$ cat config.mk
export PLATFORM = sky130hd
export DESIGN_NAME = timer16_capture_core
export DESIGN_NICKNAME = d
export VERILOG_FILES = /design/src/timer16_pkg.sv /design/src/capture_trigger_if.sv /design/src/capture_filter.sv /design/src/tick_generator.sv /design/src/timer16_capture_core.sv
export VERILOG_INCLUDE_DIRS = /design/src /design/src/src
export SDC_FILE = /design/constraint.sdc
export NUM_CORES = 1
export LEC_CHECK = 0
export BUFFER_PORTS_ARGS = -buffer_cell sky130_fd_sc_hd__buf_2
export CAP_MARGIN = 20
export CORE_MARGIN = 1
export CORE_UTILIZATION = 34
export DETAILED_ROUTE_END_ITERATION = 10
export HOLD_SLACK_MARGIN = 0.08
export PLACE_DENSITY = 0.61
export SETUP_SLACK_MARGIN = 0.1
export SLEW_MARGIN = 25
export SYNTH_ARGS = -nofsm -noshare
export SYNTH_HDL_FRONTEND = slang
export SYNTH_SLANG_ARGS = --single-unit
$ cat constraint.sdc
create_clock -name clk -period 4.1 [get_ports clk]
set_clock_uncertainty 0.2 [all_clocks]
set_input_delay 1.025 -clock clk [delete_from_list [all_inputs] [get_ports clk]]
set_output_delay 1.025 -clock clk [all_outputs]
set_load 0.01 [all_outputs]
$ cat src/timer16_params.svh
// offsets, field positions, reset values and counts of the 16-bit timer core
`ifndef TIMER16_PARAMS_SVH
`define TIMER16_PARAMS_SVH
`define OFS_CONTROL_A 8'h00
`define OFS_CONTROL_B 8'h04
`define OFS_COUNT_LOW 8'h08
`define OFS_COUNT_HIGH 8'h0C
`define OFS_CAPTURE_LOW 8'h10
`define OFS_CAPTURE_HIGH 8'h14
`define OFS_FLAGS 8'h18
`define OFS_IRQ_MASK 8'h1C
`define OFS_COMPARATOR 8'h20
`define CA_WGM_LSB 0
`define CB_CS_LSB 0
`define CB_WGM_LSB 3
`define CB_EDGE_BIT 6
`define CB_FILTER_BIT 7
`define FLAG_CAPTURE_BIT 0
`define FLAG_OVERFLOW_BIT 1
`define CMP_SELECT_BIT 2
`define RESET_BYTE 8'h00
`define RESET_WORD 16'h0000
`define TOP_8BIT 16'h00FF
`define TOP_9BIT 16'h01FF
`define TOP_10BIT 16'h03FF
`define TOP_MAX 16'hFFFF
`define RESP_OKAY 2'b00
`define RESP_SLVERR 2'b10
`define FILTER_SAMPLES 4
`endif

$ cat src/timer16_pkg.sv
// types shared by the timer core modules
package timer16_pkg;
  typedef enum logic [3:0] {
    mode_normal = 4'b0000, mode_pc8 = 4'b0001, mode_pc9 = 4'b0010, mode_pc10 = 4'b0011,
    mode_ctc_ocr = 4'b0100, mode_fast8 = 4'b0101, mode_fast9 = 4'b0110, mode_fast10 = 4'b0111,
    mode_pfc_icr = 4'b1000, mode_pfc_ocr = 4'b1001, mode_pc_icr = 4'b1010, mode_pc_ocr = 4'b1011,
    mode_ctc_icr = 4'b1100, mode_reserved = 4'b1101, mode_fast_icr = 4'b1110, mode_fast_ocr = 4'b1111
  } wave_mode_type;
  typedef struct packed {
    logic [7:0] control_a;
    logic [7:0] control_b;
    logic [7:0] comparator_control;
    logic [7:0] irq_mask;
    logic [7:0] temp;
    logic [15:0] count;
    logic count_up;
    logic [15:0] capture;
    logic capture_flag;
    logic overflow_flag;
    logic aw_held;
    logic [7:0] awaddr;
    logic w_held;
    logic [7:0] wdata;
    logic wstrb0;
    logic bvalid;
    logic [1:0] bresp;
    logic rvalid;
    logic [31:0] rdata;
    logic [1:0] rresp;
  } core_state_type;
  typedef struct packed {
    logic [9:0] prescale;
    logic [1:0] ext_sync;
    logic ext_prev;
  } tick_state_type;
  typedef struct packed {
    logic [1:0] pin_sync;
    logic [1:0] cmp_sync;
    logic [3:0] history;
    logic level;
    logic prev_level;
    logic event_pulse;
  } filter_state_type;
endpackage

$ cat src/capture_trigger_if.sv
// trigger path between the core and the capture filter
`timescale 1ns/10ps
interface capture_trigger_if;
  logic pin_level;
  logic cmp_level;
  logic cmp_select;
  logic filter_enable;
  logic edge_select;
  logic enable;
  logic capture_event;
  modport core (output pin_level, cmp_level, cmp_select, filter_enable, edge_select, enable,
                input capture_event);
  modport filter (input pin_level, cmp_level, cmp_select, filter_enable, edge_select, enable,
                  output capture_event);
endinterface

$ cat src/capture_filter.sv
// trigger synchroniser, four-sample noise filter and edge detector
`timescale 1ns/10ps
`include "timer16_params.svh"
module capture_filter (
  input wire logic clk, // system clock
  input wire logic resetn, // async reset, active low
  input wire logic clk_enable, // freezes state while low
  capture_trigger_if.filter trig // trigger path to the core
);
  timer16_pkg::filter_state_type s, next;
  logic src;

  // both sources are synchronised all the time, so switching may fake an edge
  assign src = trig.cmp_select ? s.cmp_sync[1] : s.pin_sync[1];

  always_comb begin
    next = s;
    next.pin_sync = {s.pin_sync[0], trig.pin_level};
    next.cmp_sync = {s.cmp_sync[0], trig.cmp_level};
    next.history = {s.history[`FILTER_SAMPLES-2:0], src};
    if (!trig.filter_enable) begin
      next.level = src;
    end else if ((&s.history) || !(|s.history)) begin
      next.level = s.history[`FILTER_SAMPLES-1];
    end
    next.prev_level = s.level;
    next.event_pulse = trig.enable && (s.level != s.prev_level) && (s.level == trig.edge_select);
  end

  assign trig.capture_event = s.event_pulse;

  always_ff @(posedge clk or negedge resetn) begin
    if (!resetn) begin
      s <= '0;
    end else if (clk_enable) begin
      s <= next;
    end
  end

  chk_filter_all_agree: assert property (@(posedge clk) disable iff (!resetn)
    (trig.filter_enable && $past(trig.filter_enable) && $past(clk_enable) && s.level != $past(s.level))
    |-> ($past(s.history) == {`FILTER_SAMPLES{s.level}}))
    else $error("filter output moved without four equal samples");
endmodule

$ cat src/tick_generator.sv
// timer tick source: stop, system clock, prescaled taps or external pin edges
`timescale 1ns/10ps
`include "timer16_params.svh"
module tick_generator #(
  parameter int DIV_A = 4,
  parameter int DIV_B = 16,
  parameter int DIV_C = 64,
  parameter int DIV_D = 256
) (
  input wire logic clk, // system clock
  input wire logic resetn, // async reset, active low
  input wire logic clk_enable, // freezes state while low
  input wire logic [2:0] clock_source_select, // tick source code
  input wire logic external_tick_pin, // asynchronous pin
  output logic timer_tick // one-cycle tick
);
  localparam logic [9:0] MASK_A = 10'(DIV_A - 1);
  localparam logic [9:0] MASK_B = 10'(DIV_B - 1);
  localparam logic [9:0] MASK_C = 10'(DIV_C - 1);
  localparam logic [9:0] MASK_D = 10'(DIV_D - 1);
  timer16_pkg::tick_state_type s, next;

  always_comb begin
    next = s;
    next.prescale = s.prescale + 10'h001;
    next.ext_sync = {s.ext_sync[0], external_tick_pin};
    next.ext_prev = s.ext_sync[1];
  end

  always_comb begin
    case (clock_source_select)
      3'h0: timer_tick = 1'b0;
      3'h1: timer_tick = clk_enable;
      3'h2: timer_tick = clk_enable && ((s.prescale & MASK_A) == MASK_A);
      3'h3: timer_tick = clk_enable && ((s.prescale & MASK_B) == MASK_B);
      3'h4: timer_tick = clk_enable && ((s.prescale & MASK_C) == MASK_C);
      3'h5: timer_tick = clk_enable && ((s.prescale & MASK_D) == MASK_D);
      3'h6: timer_tick = clk_enable && s.ext_prev && !s.ext_sync[1];
      default: timer_tick = clk_enable && !s.ext_prev && s.ext_sync[1];
    endcase
  end

  always_ff @(posedge clk or negedge resetn) begin
    if (!resetn) begin
      s <= '0;
    end else if (clk_enable) begin
      s <= next;
    end
  end
endmodule

$ cat src/timer16_capture_core.sv
// 16-bit timer counter with shared high byte and input capture, AXI4-Lite registers
// How it works
// - select code zero stops the counter
// - software count write beats any counter step
// - count bytes share one high holding byte
// - count access works with tick stopped
// - each tick clears, increments or decrements once
// - waveform mode field sets count sequence
// - overflow flag set where mode defines
// - chosen filtered edge copies count to capture
// - capture flag set with store, irq enabled
// - flag clears on service or written one
// - capture low read loads holding byte
// - capture writable only in capture-top modes
// - comparator select routes comparator as trigger
// - software clears flag after source change
// - triggers synchronised; filter adds four cycles
// - no captures in capture-top modes
// - pin driven by own port still captures
// - filter changes after four equal samples
// - filter enable bit, samples system clock
// - new capture overwrites unread value
//
// The register offsets and the AXI4-Lite interface to the registers were left to the implementer.
`timescale 1ns/10ps
`include "timer16_params.svh"
module timer16_capture_core (
  input wire logic clk, // system clock, 100 MHz
  input wire logic resetn, // async reset, active low
  input wire logic clk_enable, // freezes all state while low
  input wire logic [7:0] awaddr, // write address
  input wire logic [2:0] awprot, // unused
  input wire logic awvalid, // write address valid
  output logic awready, // write address ready
  input wire logic [31:0] wdata, // write data, low byte used
  input wire logic [3:0] wstrb, // byte lanes, lane 0 used
  input wire logic wvalid, // write data valid
  output logic wready, // write data ready
  output logic [1:0] bresp, // write response
  output logic bvalid, // write response valid
  input wire logic bready, // write response ready
  input wire logic [7:0] araddr, // read address
  input wire logic [2:0] arprot, // unused
  input wire logic arvalid, // read address valid
  output logic arready, // read address ready
  output logic [31:0] rdata, // read data
  output logic [1:0] rresp, // read response
  output logic rvalid, // read data valid
  input wire logic rready, // read data ready
  input wire logic capture_pin, // asynchronous capture input
  input wire logic comparator_output, // asynchronous comparator level
  input wire logic external_tick_pin, // asynchronous external tick
  input wire logic capture_irq_ack, // capture interrupt serviced pulse
  input wire logic overflow_irq_ack, // overflow interrupt serviced pulse
  output logic capture_irq, // capture interrupt request
  output logic overflow_irq, // overflow interrupt request
  output logic at_top, // count equals top
  output logic at_bottom // count equals zero
);
  timer16_pkg::core_state_type s, next;
  logic timer_tick;
  logic [3:0] mode;
  logic [15:0] top;
  logic icr_top;
  logic dual;
  logic ctc;
  logic count_wr;
  logic temp_wr;
  logic cap_wr;
  logic cap_clr;
  logic cap_set;
  logic ovf_clr;
  logic ovf_set;
  capture_trigger_if trig();

  ////////////////////////////////////////////////////////////////////////////
  // mode decode

  assign mode = {s.control_b[`CB_WGM_LSB +: 2], s.control_a[`CA_WGM_LSB +: 2]};

  always_comb begin
    case (timer16_pkg::wave_mode_type'(mode))
      timer16_pkg::mode_pc8, timer16_pkg::mode_fast8: top = `TOP_8BIT;
      timer16_pkg::mode_pc9, timer16_pkg::mode_fast9: top = `TOP_9BIT;
      timer16_pkg::mode_pc10, timer16_pkg::mode_fast10: top = `TOP_10BIT;
      timer16_pkg::mode_pfc_icr, timer16_pkg::mode_pc_icr,
      timer16_pkg::mode_ctc_icr, timer16_pkg::mode_fast_icr: top = s.capture;
      default: top = `TOP_MAX;
    endcase
  end

  assign icr_top = (mode == timer16_pkg::mode_pfc_icr) || (mode == timer16_pkg::mode_pc_icr) ||
                   (mode == timer16_pkg::mode_ctc_icr) || (mode == timer16_pkg::mode_fast_icr);
  assign dual = (mode == timer16_pkg::mode_pc8) || (mode == timer16_pkg::mode_pc9) ||
                (mode == timer16_pkg::mode_pc10) || (mode == timer16_pkg::mode_pfc_icr) ||
                (mode == timer16_pkg::mode_pfc_ocr) || (mode == timer16_pkg::mode_pc_icr) ||
                (mode == timer16_pkg::mode_pc_ocr);
  assign ctc = (mode == timer16_pkg::mode_ctc_ocr) || (mode == timer16_pkg::mode_ctc_icr);

  ////////////////////////////////////////////////////////////////////////////
  // tick source and trigger path

  tick_generator u_tick (
    .clk(clk),
    .resetn(resetn),
    .clk_enable(clk_enable),
    .clock_source_select(s.control_b[`CB_CS_LSB +: 3]),
    .external_tick_pin(external_tick_pin),
    .timer_tick(timer_tick)
  );

  // a pin toggled by its own port driver arrives here like any outside edge
  assign trig.pin_level = capture_pin;
  assign trig.cmp_level = comparator_output;
  assign trig.cmp_select = s.comparator_control[`CMP_SELECT_BIT];
  assign trig.filter_enable = s.control_b[`CB_FILTER_BIT];
  assign trig.edge_select = s.control_b[`CB_EDGE_BIT];
  assign trig.enable = !icr_top;

  capture_filter u_filter (
    .clk(clk),
    .resetn(resetn),
    .clk_enable(clk_enable),
    .trig(trig)
  );

  ////////////////////////////////////////////////////////////////////////////
  // bus handshakes and outputs

  // readiness is withheld while frozen so no beat is lost
  assign awready = clk_enable && !s.aw_held && !s.bvalid;
  assign wready = clk_enable && !s.w_held && !s.bvalid;
  assign arready = clk_enable && !s.rvalid;
  assign bvalid = s.bvalid;
  assign bresp = s.bresp;
  assign rvalid = s.rvalid;
  assign rdata = s.rdata;
  assign rresp = s.rresp;
  assign capture_irq = s.capture_flag && s.irq_mask[`FLAG_CAPTURE_BIT];
  assign overflow_irq = s.overflow_flag && s.irq_mask[`FLAG_OVERFLOW_BIT];
  assign at_top = (s.count == top);
  assign at_bottom = (s.count == `RESET_WORD);

  ////////////////////////////////////////////////////////////////////////////
  // next state

  always_comb begin
    logic [7:0] rd;
    rd = `RESET_BYTE;
    next = s;
    count_wr = 1'b0;
    temp_wr = 1'b0;
    cap_wr = 1'b0;
    cap_set = 1'b0;
    ovf_set = 1'b0;
    cap_clr = capture_irq_ack;
    ovf_clr = overflow_irq_ack;

    // counter step; a same-cycle software write below overrides it
    if (timer_tick) begin
      if (dual) begin
        if (s.count_up) begin
          if (s.count >= top) begin
            next.count_up = 1'b0;
            next.count = s.count - 16'h0001;
          end else begin
            next.count = s.count + 16'h0001;
          end
        end else if (s.count == `RESET_WORD) begin
          next.count_up = 1'b1;
          next.count = s.count + 16'h0001;
        end else begin
          next.count = s.count - 16'h0001;
          ovf_set = (s.count == 16'h0001);
        end
      end else begin
        next.count_up = 1'b1;
        ovf_set = (s.count == `TOP_MAX) || ((s.count == top) && !ctc);
        if (s.count == top) begin
          next.count = `RESET_WORD;
        end else begin
          next.count = s.count + 16'h0001;
        end
      end
    end

    // an unread capture is simply overwritten
    if (trig.capture_event && !icr_top) begin
      next.capture = s.count;
      cap_set = 1'b1;
    end

    if (s.rvalid && rready) begin
      next.rvalid = 1'b0;
    end
    if (arvalid && arready) begin
      next.rvalid = 1'b1;
      next.rresp = `RESP_OKAY;
      if (araddr == `OFS_CONTROL_A) begin
        rd = s.control_a;
      end else if (araddr == `OFS_CONTROL_B) begin
        rd = s.control_b;
      end else if (araddr == `OFS_COUNT_LOW) begin
        rd = s.count[7:0];
        next.temp = s.count[15:8];
      end else if (araddr == `OFS_COUNT_HIGH || araddr == `OFS_CAPTURE_HIGH) begin
        rd = s.temp;
      end else if (araddr == `OFS_CAPTURE_LOW) begin
        rd = s.capture[7:0];
        next.temp = s.capture[15:8];
      end else if (araddr == `OFS_FLAGS) begin
        rd[`FLAG_CAPTURE_BIT] = s.capture_flag;
        rd[`FLAG_OVERFLOW_BIT] = s.overflow_flag;
      end else if (araddr == `OFS_IRQ_MASK) begin
        rd = s.irq_mask;
      end else if (araddr == `OFS_COMPARATOR) begin
        rd = s.comparator_control;
      end else begin
        next.rresp = `RESP_SLVERR;
      end
      next.rdata = {24'h000000, rd};
    end

    if (awvalid && awready) begin
      next.aw_held = 1'b1;
      next.awaddr = awaddr;
    end
    if (wvalid && wready) begin
      next.w_held = 1'b1;
      next.wdata = wdata[7:0];
      next.wstrb0 = wstrb[0];
    end
    if (s.bvalid && bready) begin
      next.bvalid = 1'b0;
    end
    // commit once address and data are both held, in whichever order they came
    if (s.aw_held && s.w_held && !s.bvalid) begin
      next.aw_held = 1'b0;
      next.w_held = 1'b0;
      next.bvalid = 1'b1;
      next.bresp = `RESP_OKAY;
      if (s.awaddr == `OFS_CONTROL_A) begin
        if (s.wstrb0) next.control_a = s.wdata;
      end else if (s.awaddr == `OFS_CONTROL_B) begin
        if (s.wstrb0) next.control_b = s.wdata;
      end else if (s.awaddr == `OFS_COUNT_LOW) begin
        if (s.wstrb0) begin
          next.count = {s.temp, s.wdata};
          count_wr = 1'b1;
        end
      end else if (s.awaddr == `OFS_COUNT_HIGH || s.awaddr == `OFS_CAPTURE_HIGH) begin
        if (s.wstrb0) begin
          next.temp = s.wdata;
          temp_wr = 1'b1;
        end
      end else if (s.awaddr == `OFS_CAPTURE_LOW) begin
        if (s.wstrb0 && icr_top) begin
          next.capture = {s.temp, s.wdata};
          cap_wr = 1'b1;
        end
      end else if (s.awaddr == `OFS_FLAGS) begin
        if (s.wstrb0) begin
          cap_clr = cap_clr || s.wdata[`FLAG_CAPTURE_BIT];
          ovf_clr = ovf_clr || s.wdata[`FLAG_OVERFLOW_BIT];
        end
      end else if (s.awaddr == `OFS_IRQ_MASK) begin
        if (s.wstrb0) next.irq_mask = s.wdata;
      end else if (s.awaddr == `OFS_COMPARATOR) begin
        if (s.wstrb0) next.comparator_control = s.wdata;
      end else begin
        next.bresp = `RESP_SLVERR;
      end
    end

    // a new event in the clearing cycle is kept
    next.capture_flag = (s.capture_flag && !cap_clr) || cap_set;
    next.overflow_flag = (s.overflow_flag && !ovf_clr) || ovf_set;
  end

  always_ff @(posedge clk or negedge resetn) begin
    if (!resetn) begin
      s <= '0;
    end else if (clk_enable) begin
      s <= next;
    end
  end

  ////////////////////////////////////////////////////////////////////////////
  // checks

  chk_stopped_count_holds: assert property (@(posedge clk) disable iff (!resetn)
    (clk_enable && s.control_b[`CB_CS_LSB +: 3] == 3'h0 && !count_wr) |=> (s.count == $past(s.count)))
    else $error("counter moved with no tick source");

  chk_count_write_wins: assert property (@(posedge clk) disable iff (!resetn)
    (clk_enable && count_wr) |=> (s.count == {$past(s.temp), $past(s.wdata)}))
    else $error("count write lost to a counter step");

  chk_low_read_temp: assert property (@(posedge clk) disable iff (!resetn)
    (arvalid && arready && araddr == `OFS_COUNT_LOW && !temp_wr)
    |=> (s.temp == $past(s.count[15:8])) && rvalid && (rdata[7:0] == $past(s.count[7:0])))
    else $error("count low read did not load holding byte");

  chk_step_by_one: assert property (@(posedge clk) disable iff (!resetn)
    (clk_enable && timer_tick && !count_wr)
    |=> (s.count == $past(s.count) + 16'h0001 || s.count == $past(s.count) - 16'h0001 ||
         s.count == `RESET_WORD))
    else $error("counter step was not clear or one");

  chk_capture_copies: assert property (@(posedge clk) disable iff (!resetn)
    (clk_enable && trig.capture_event && !icr_top)
    |=> (s.capture == $past(s.count) && s.capture_flag))
    else $error("capture did not store count with flag");

  chk_capture_irq_raise: assert property (@(posedge clk) disable iff (!resetn)
    (clk_enable && trig.capture_event && !icr_top &&
     next.irq_mask[`FLAG_CAPTURE_BIT]) |=> capture_irq)
    else $error("enabled capture did not request interrupt");

  chk_flag_write_clear: assert property (@(posedge clk) disable iff (!resetn)
    (clk_enable && cap_clr && !cap_set) |=> !s.capture_flag)
    else $error("capture flag not cleared");

  chk_no_capture_icr_top: assert property (@(posedge clk) disable iff (!resetn)
    (clk_enable && icr_top && !cap_wr) |=> (s.capture == $past(s.capture)))
    else $error("capture value changed in capture-top mode");

  chk_cap_read_temp: assert property (@(posedge clk) disable iff (!resetn)
    (arvalid && arready && araddr == `OFS_CAPTURE_LOW && !temp_wr)
    |=> (s.temp == $past(s.capture[15:8])))
    else $error("capture low read did not load holding byte");

  chk_overflow_at_max: assert property (@(posedge clk) disable iff (!resetn)
    (clk_enable && timer_tick && mode == timer16_pkg::mode_normal && s.count == `TOP_MAX)
    |=> (s.overflow_flag && (count_wr || s.count == `RESET_WORD || $past(count_wr))))
    else $error("overflow not flagged at wrap");
endmodule

* Word level (Yosys, flattened, before mapping)
Cells that the tools add are included.
** Storage, ports and cells
- Bits in registers :: 132
- Output and inout port bits :: 45
- Word-level logic and storage cells :: 260
** Cells by class
- Add/sub/neg operators :: 3
- Magnitude comparators :: 1
- Eq/ne operators :: 45
- Multiplexer cells :: 89
- Bitwise gates (word level) :: 7
- Reduce and logical (&&, ||, !) cells :: 86
** Operators by type and width (number)
- 16-bit 2-to-1 mux :: 13
- 8-bit 2-to-1 mux :: 16
- 24-bit 2-to-1 mux :: 3
- 8-bit by 5-bit == test with 1-bit output, second input constant :: 8
- 16-bit one-hot mux with 4 select lines :: 1
- 17-bit 2-to-1 mux :: 3
- 35-bit 2-to-1 mux :: 1
- 2-bit 2-to-1 mux :: 17
- 8-bit by 4-bit == test with 1-bit output, second input constant :: 4
- 1-bit 2-to-1 mux :: 30
- 1-bit logical AND :: 29
- 4-bit == test, second input constant :: 7
- 2-bit AND reduction :: 10
- 1-bit logical OR :: 18
- 16-bit by 1-bit adder with 16-bit output, second input constant :: 1
- 16-bit by 1-bit == test with 1-bit output, second input constant :: 1
- 16-bit == test :: 1
- 16-bit == test, second input constant :: 1
- 4-bit by 3-bit == test with 1-bit output, second input constant :: 4
- 8-bit by 3-bit == test with 1-bit output, second input constant :: 2
- 8-bit by 6-bit == test with 1-bit output, second input constant :: 2
- 16-bit >= comparator :: 1
- 16-bit zero test :: 1
- 8-bit zero test :: 2
- other kinds (28) :: 55

* Depth between registers and ports, before layout
- Word-level depth :: 14
- Mapped depth :: 15
- Depth with buffers taken out :: 12

* Modules after synthesis
Synthesis repeated with hierarchy kept, for this count alone.
** Second synthesis, totals
- Cells, all modules :: 780
- Area total of the unflattened synthesis :: 7646.1 sq um
** By module, submodules not included
- timer16_capture_core :: instances 1, cells each 690, area each 6582.6 sq um, sequential area each 2652.5 sq um
- tick_generator :: instances 1, cells each 54, area each 566.8 sq um, sequential area each 275.3 sq um
- capture_filter :: instances 1, cells each 36, area each 496.7 sq um, sequential area each 275.3 sq um

* Worst setup path before layout
Ideal clock, no wire load.
- Kind :: flip-flop to flip-flop
- From :: reg s, in the netlist mode[0]
- To :: reg s[86] (netlist name)
- Library setup time :: 0.087 ns
- Arrival :: 3.536 ns
- Data required time :: 3.813 ns
- Setup slack :: 0.277 ns
- Cell stages (with the launch flop) :: 16
- Path through :: dfrtp_1 -> clkbuf_1 -> nand2b_1 -> clkbuf_1 -> clkbuf_1 -> o21ai_0 -> ha_1 -> nand4_1 -> nor2_1 -> or4b_2 -> nor4_1 -> buf_2 -> nor2_2 -> mux2i_1 -> or3_1 -> o211ai_1
** Between the ends
- Word-level cells in the longest chain between the ends :: 14
- Elaborated cells on any way between the ends :: 35
- Those cells by class :: 1 x order compare; 13 x eq/ne; 11 x mux; 10 x reduce/logical
** RTL lines
- start, declared :: RTL line timer16_capture_core.sv:60 : timer16_pkg::core_state_type s, next;
- start signal, assigned :: RTL line timer16_capture_core.sv:284 : s <= next;
- branches (longest 7 deep; another with 16-bit >= comparator)
- 17-bit 2-to-1 mux (*) :: RTL line timer16_capture_core.sv:161 : if (dual) begin
- 17-bit 2-to-1 mux (*) :: RTL line timer16_capture_core.sv:160 : if (timer_tick) begin
- 16-bit 2-to-1 mux :: RTL line timer16_capture_core.sv:247 : if (s.wstrb0) begin
- 16-bit 2-to-1 mux :: RTL line timer16_capture_core.sv:246 : end else if (s.awaddr == `OFS_COUNT_LOW) begin
- 24-bit 2-to-1 mux :: RTL line timer16_capture_core.sv:244 : end else if (s.awaddr == `OFS_CONTROL_B) begin
- 24-bit 2-to-1 mux :: RTL line timer16_capture_core.sv:242 : if (s.awaddr == `OFS_CONTROL_A) begin
- 24-bit 2-to-1 mux (*) :: RTL line timer16_capture_core.sv:237 : if (s.aw_held && s.w_held && !s.bvalid) begin
Every way passes the cells marked *.
A chain may end at the register's enable or synchronous reset.

* Worst setup path in the final report
- From :: reg s, in the netlist mode[0]
- To :: reg s[78] (netlist name)
The elaborated chain is that of the path after synthesis.

==> metrics <==
synth-to-layout area growth 15.0%; DR DRC count 0; Setup crit end kind flip-flop; core area 21800 um2; simple-gate share of the synthesized area 17.3%; CP Cell Sequence nand2b_4 -> buf_4 -> or2_2 -> ha_1 -> nand2b_1 -> a2111oi_0 -> a2111oi_2 -> nor4_2 -> or2_2 -> buf_4 -> mux2i_1 -> o2bb2ai_1 -> nor2_1; DR pass1 iterations 5; All-Layer GR Usage 19.4%; Vias/cell 5.57; grt ovf 0; Netlist Area Pre-Place 7580 um2; setup total negative slack 0 ns; Worst slew margin 45.8%; FF-to-FF setup slack 0.14 ns; IO Port Bufs 56; CP Data Arrival Time 4.07 ns; worst setup path category flip-flop to flip-flop; initial antenna violation count 0; Comb pwr share 24.6%; Leakage 3.91 nW; maximum VDD drop 0.345 mV; post-synthesis mux area share 10.8%; EDFF count, synth 0; outcome complete, no violations; synthesis warning total 0; Area contributors post-synth dfrtp_1 42%, mux2_2 8.3%, buf_4 4.0%, ha_1 3.6%, a21oi_1 3.4%; crit-path max FO 11; Vias 6290; Post-DP HPWL 15.0 mm; root buf cell clkbuf_16; drt total wl 21.1 mm; Starting Density 34.7%; Worst path top cell family by delay simple AND/OR/NAND/NOR gates; Die ar. 22900 um2; area leader, netlist dfrtp_1; sw power 1.69 mW; final cell count without fillers 1130; main combinational cell family by area after synthesis simple AND/OR/NAND/NOR gates; DIE WIDTH 151 um; FFs w/ async S/R, synth 100%; first-pass GRT wire length 33.3 mm; predominant post-synthesis flop cell dfrtp_1; Num CTS Buffers 17; # hold bufs at CTS 0; detailed router's first-iteration violation count 555; measured slew at the worst slew-check pin 0.813 ns; IO Count 116; ant diodes 0; clk buf depth 2; DR WL/cell 18.7 um; # setup viols final 0; DP Cell Count 1099; internal power 3.09 mW; PnR Total Power 4.78 mW; GPL Wtd Cong 0.889; Sw Share 35.3%; Compound-Gate Fraction of Synth Area 17.0%; Avg Inst Size Synth 9.55 um2; CP max stage cell a2111oi_0; hold crit path type flip-flop to flip-flop; nets 931; RSZ-0062 raised after global routing false; Commonest cells post-synth 128 x dfrtp_1, 65 x nor2_1, 56 x mux2_2; Post-Synthesis Cells 794; largest net degree at the start of global routing 129; clock period minus worst slack 3.96 ns; CP Launch Type flip-flop; adder-cell area share of the yosys netlist 3.63%; Final ANT Viol Nets 0; Max Slew Vio Count 0; Largest stage delay, worst path 0.67 ns; share of layout cells above drive strength 1 23.5%; Post-Synth XOR/XNOR Area 1.39%; Synth top area share 42.2%; period utilisation layout 96.6%; fillers 2180; sequential share of the synthesized area 42.2%; Yosys cell types 78; Clock Sinks 128; Sequential Power Share 41.7%; synthesis-stage register bit count 128; H-tree depth reported by CTS 4; Critical Path RT 4.21 ns; clock share of power 33.7%; TritonCTS clock tree built; row count 54; vias in the first global route 5817; CTS clock-pin slew for the worst setup and hold paths 0.06 ns; Hold Slack 0.272 ns; fmax 253 MHz; buffer and inverter count on the worst path 2; Die Height 151 um; clk_lat worst skew 0.43 ns; most frequent cell after synthesis dfrtp_1; Final Hold Fails 0; Power Density 548 nW/um2; Max Cap Viol 0
## layout by cell type (no fill, tap or decap), types with 7 or more instances in the layout
master,Yosys,final
nor3_1,16,16
nand2_1,54,54
ha_1,22,22
dfrtp_1,128,128
nor2_1,65,65
mux2i_1,19,19
buf_2,7,55
inv_1,20,20
o22ai_1,20,20
and3_1,17,17
nand4_1,7,7
o2bb2ai_1,8,8
nand3_1,11,11
mux2_2,56,56
a21oi_1,52,52
a221oi_1,8,8
a22oi_1,13,13
conb_1,1,26
buf_4,40,30
and2_1,10,10
o21ai_0,45,45
clkbuf_16,0,17
xnor2_1,8,8
## metal layers
layer | share of wire [%] | track usage, % | vias to the layer above
met3 | 6.9 | 4.88 | 36
met1 | 44 | 25.8 | 3077
li1 | - | - | 2919
met2 | 47 | 30.1 | 258
met5 | 0 | 0 | -
met4 | 2.5 | 7.70 | 0
## power groups by stage
stage / combinational (mW) / sequential [mW] / clock [mW]
2_1_floorplan: 0.936 / 1.75 / 0
3_3_place_gp: 1.13 / 1.99 / 0
3_5_place_dp: 1.15 / 2.00 / 0
4_1_cts: 1.16 / 1.98 / 1.63
5_1_grt: 1.31 / 2.03 / 1.68
6_report: 1.18 / 1.99 / 1.61
## metrics by stage
step,worst slack (ns),util [%],instance area (um2)
after floorplan,0.277,-,7680
after CTS,0.110,39.8,8690
after detailed placement,0.0718,37.0,8070
after global routing,0.116,40.0,8720
final,0.141,40.0,8720
after global placement,0.197,37.0,8070
## logic make-up (layout without fill, tap and decap cells)
group           count (synthesis)  after routing
compound gates                202            202
xor+xnor                       12             12
fa+ha+maj                      22             22
buf+inv                       108            139
flops                         128            128
mux                            75             75
other cells                     1             26
simple gates                  246            246
## final cells by class
type | instances | area, um2 | area share [%]
multi-input combinational | 583 | 3940 | 45.2
sequential | 128 | 3200 | 36.7
timing repair buffer | 87 | 532 | 6.10
clock buffer | 19 | 433 | 4.96
tap | 280 | 350 | 4.02
clock inverter | 12 | 185 | 2.12
inverter | 21 | 78.8 | 0.904
## worst paths after layout
path,depth (start not counted),startpoint,endpoint
max in group asynchronous,2,resetn,s[81]$_DFFE_PN0P_
worst max register to register,13,mode[0]$_DFFE_PN0P_,s[78]$_DFFE_PN0P_
min in group asynchronous,2,resetn,s[83]$_DFFE_PN0P_
worst min register to register,1,u_tick.s[10]$_DFFE_PN0P_,u_tick.s[10]$_DFFE_PN0P_
worst max-delay path,13,mode[0]$_DFFE_PN0P_,s[78]$_DFFE_PN0P_
worst min-delay path,1,u_tick.s[10]$_DFFE_PN0P_,u_tick.s[10]$_DFFE_PN0P_
## registers in the layout (all words and copies together) (netlist names)
name,count
u_filter.s,4
rdata,8
bresp,1
u_filter.trig.capture_event,1
rvalid,1
u_tick.next,2
u_tick.s,9
mode,4
bvalid,1
rresp,1
s,90
u_filter.next,6
## what timing repair did
action | in CTS | in global routing
pin swaps | 0 | 1
buffers inserted | 0 | 0
endpoints found under the setup margin | 4 | 15
gates resized for setup | 1 | 7
## worst reg2reg max path, delay by kind of cell (launching register included)
kind	cells	cell delay (ns)
compound gates	3	0.90
buf+inv	2	0.39
fa+ha+maj	1	0.29
simple gates	6	1.41
flops	1	0.46
mux	1	0.19
Note: power is estimated with default switching activity, not from simulation.
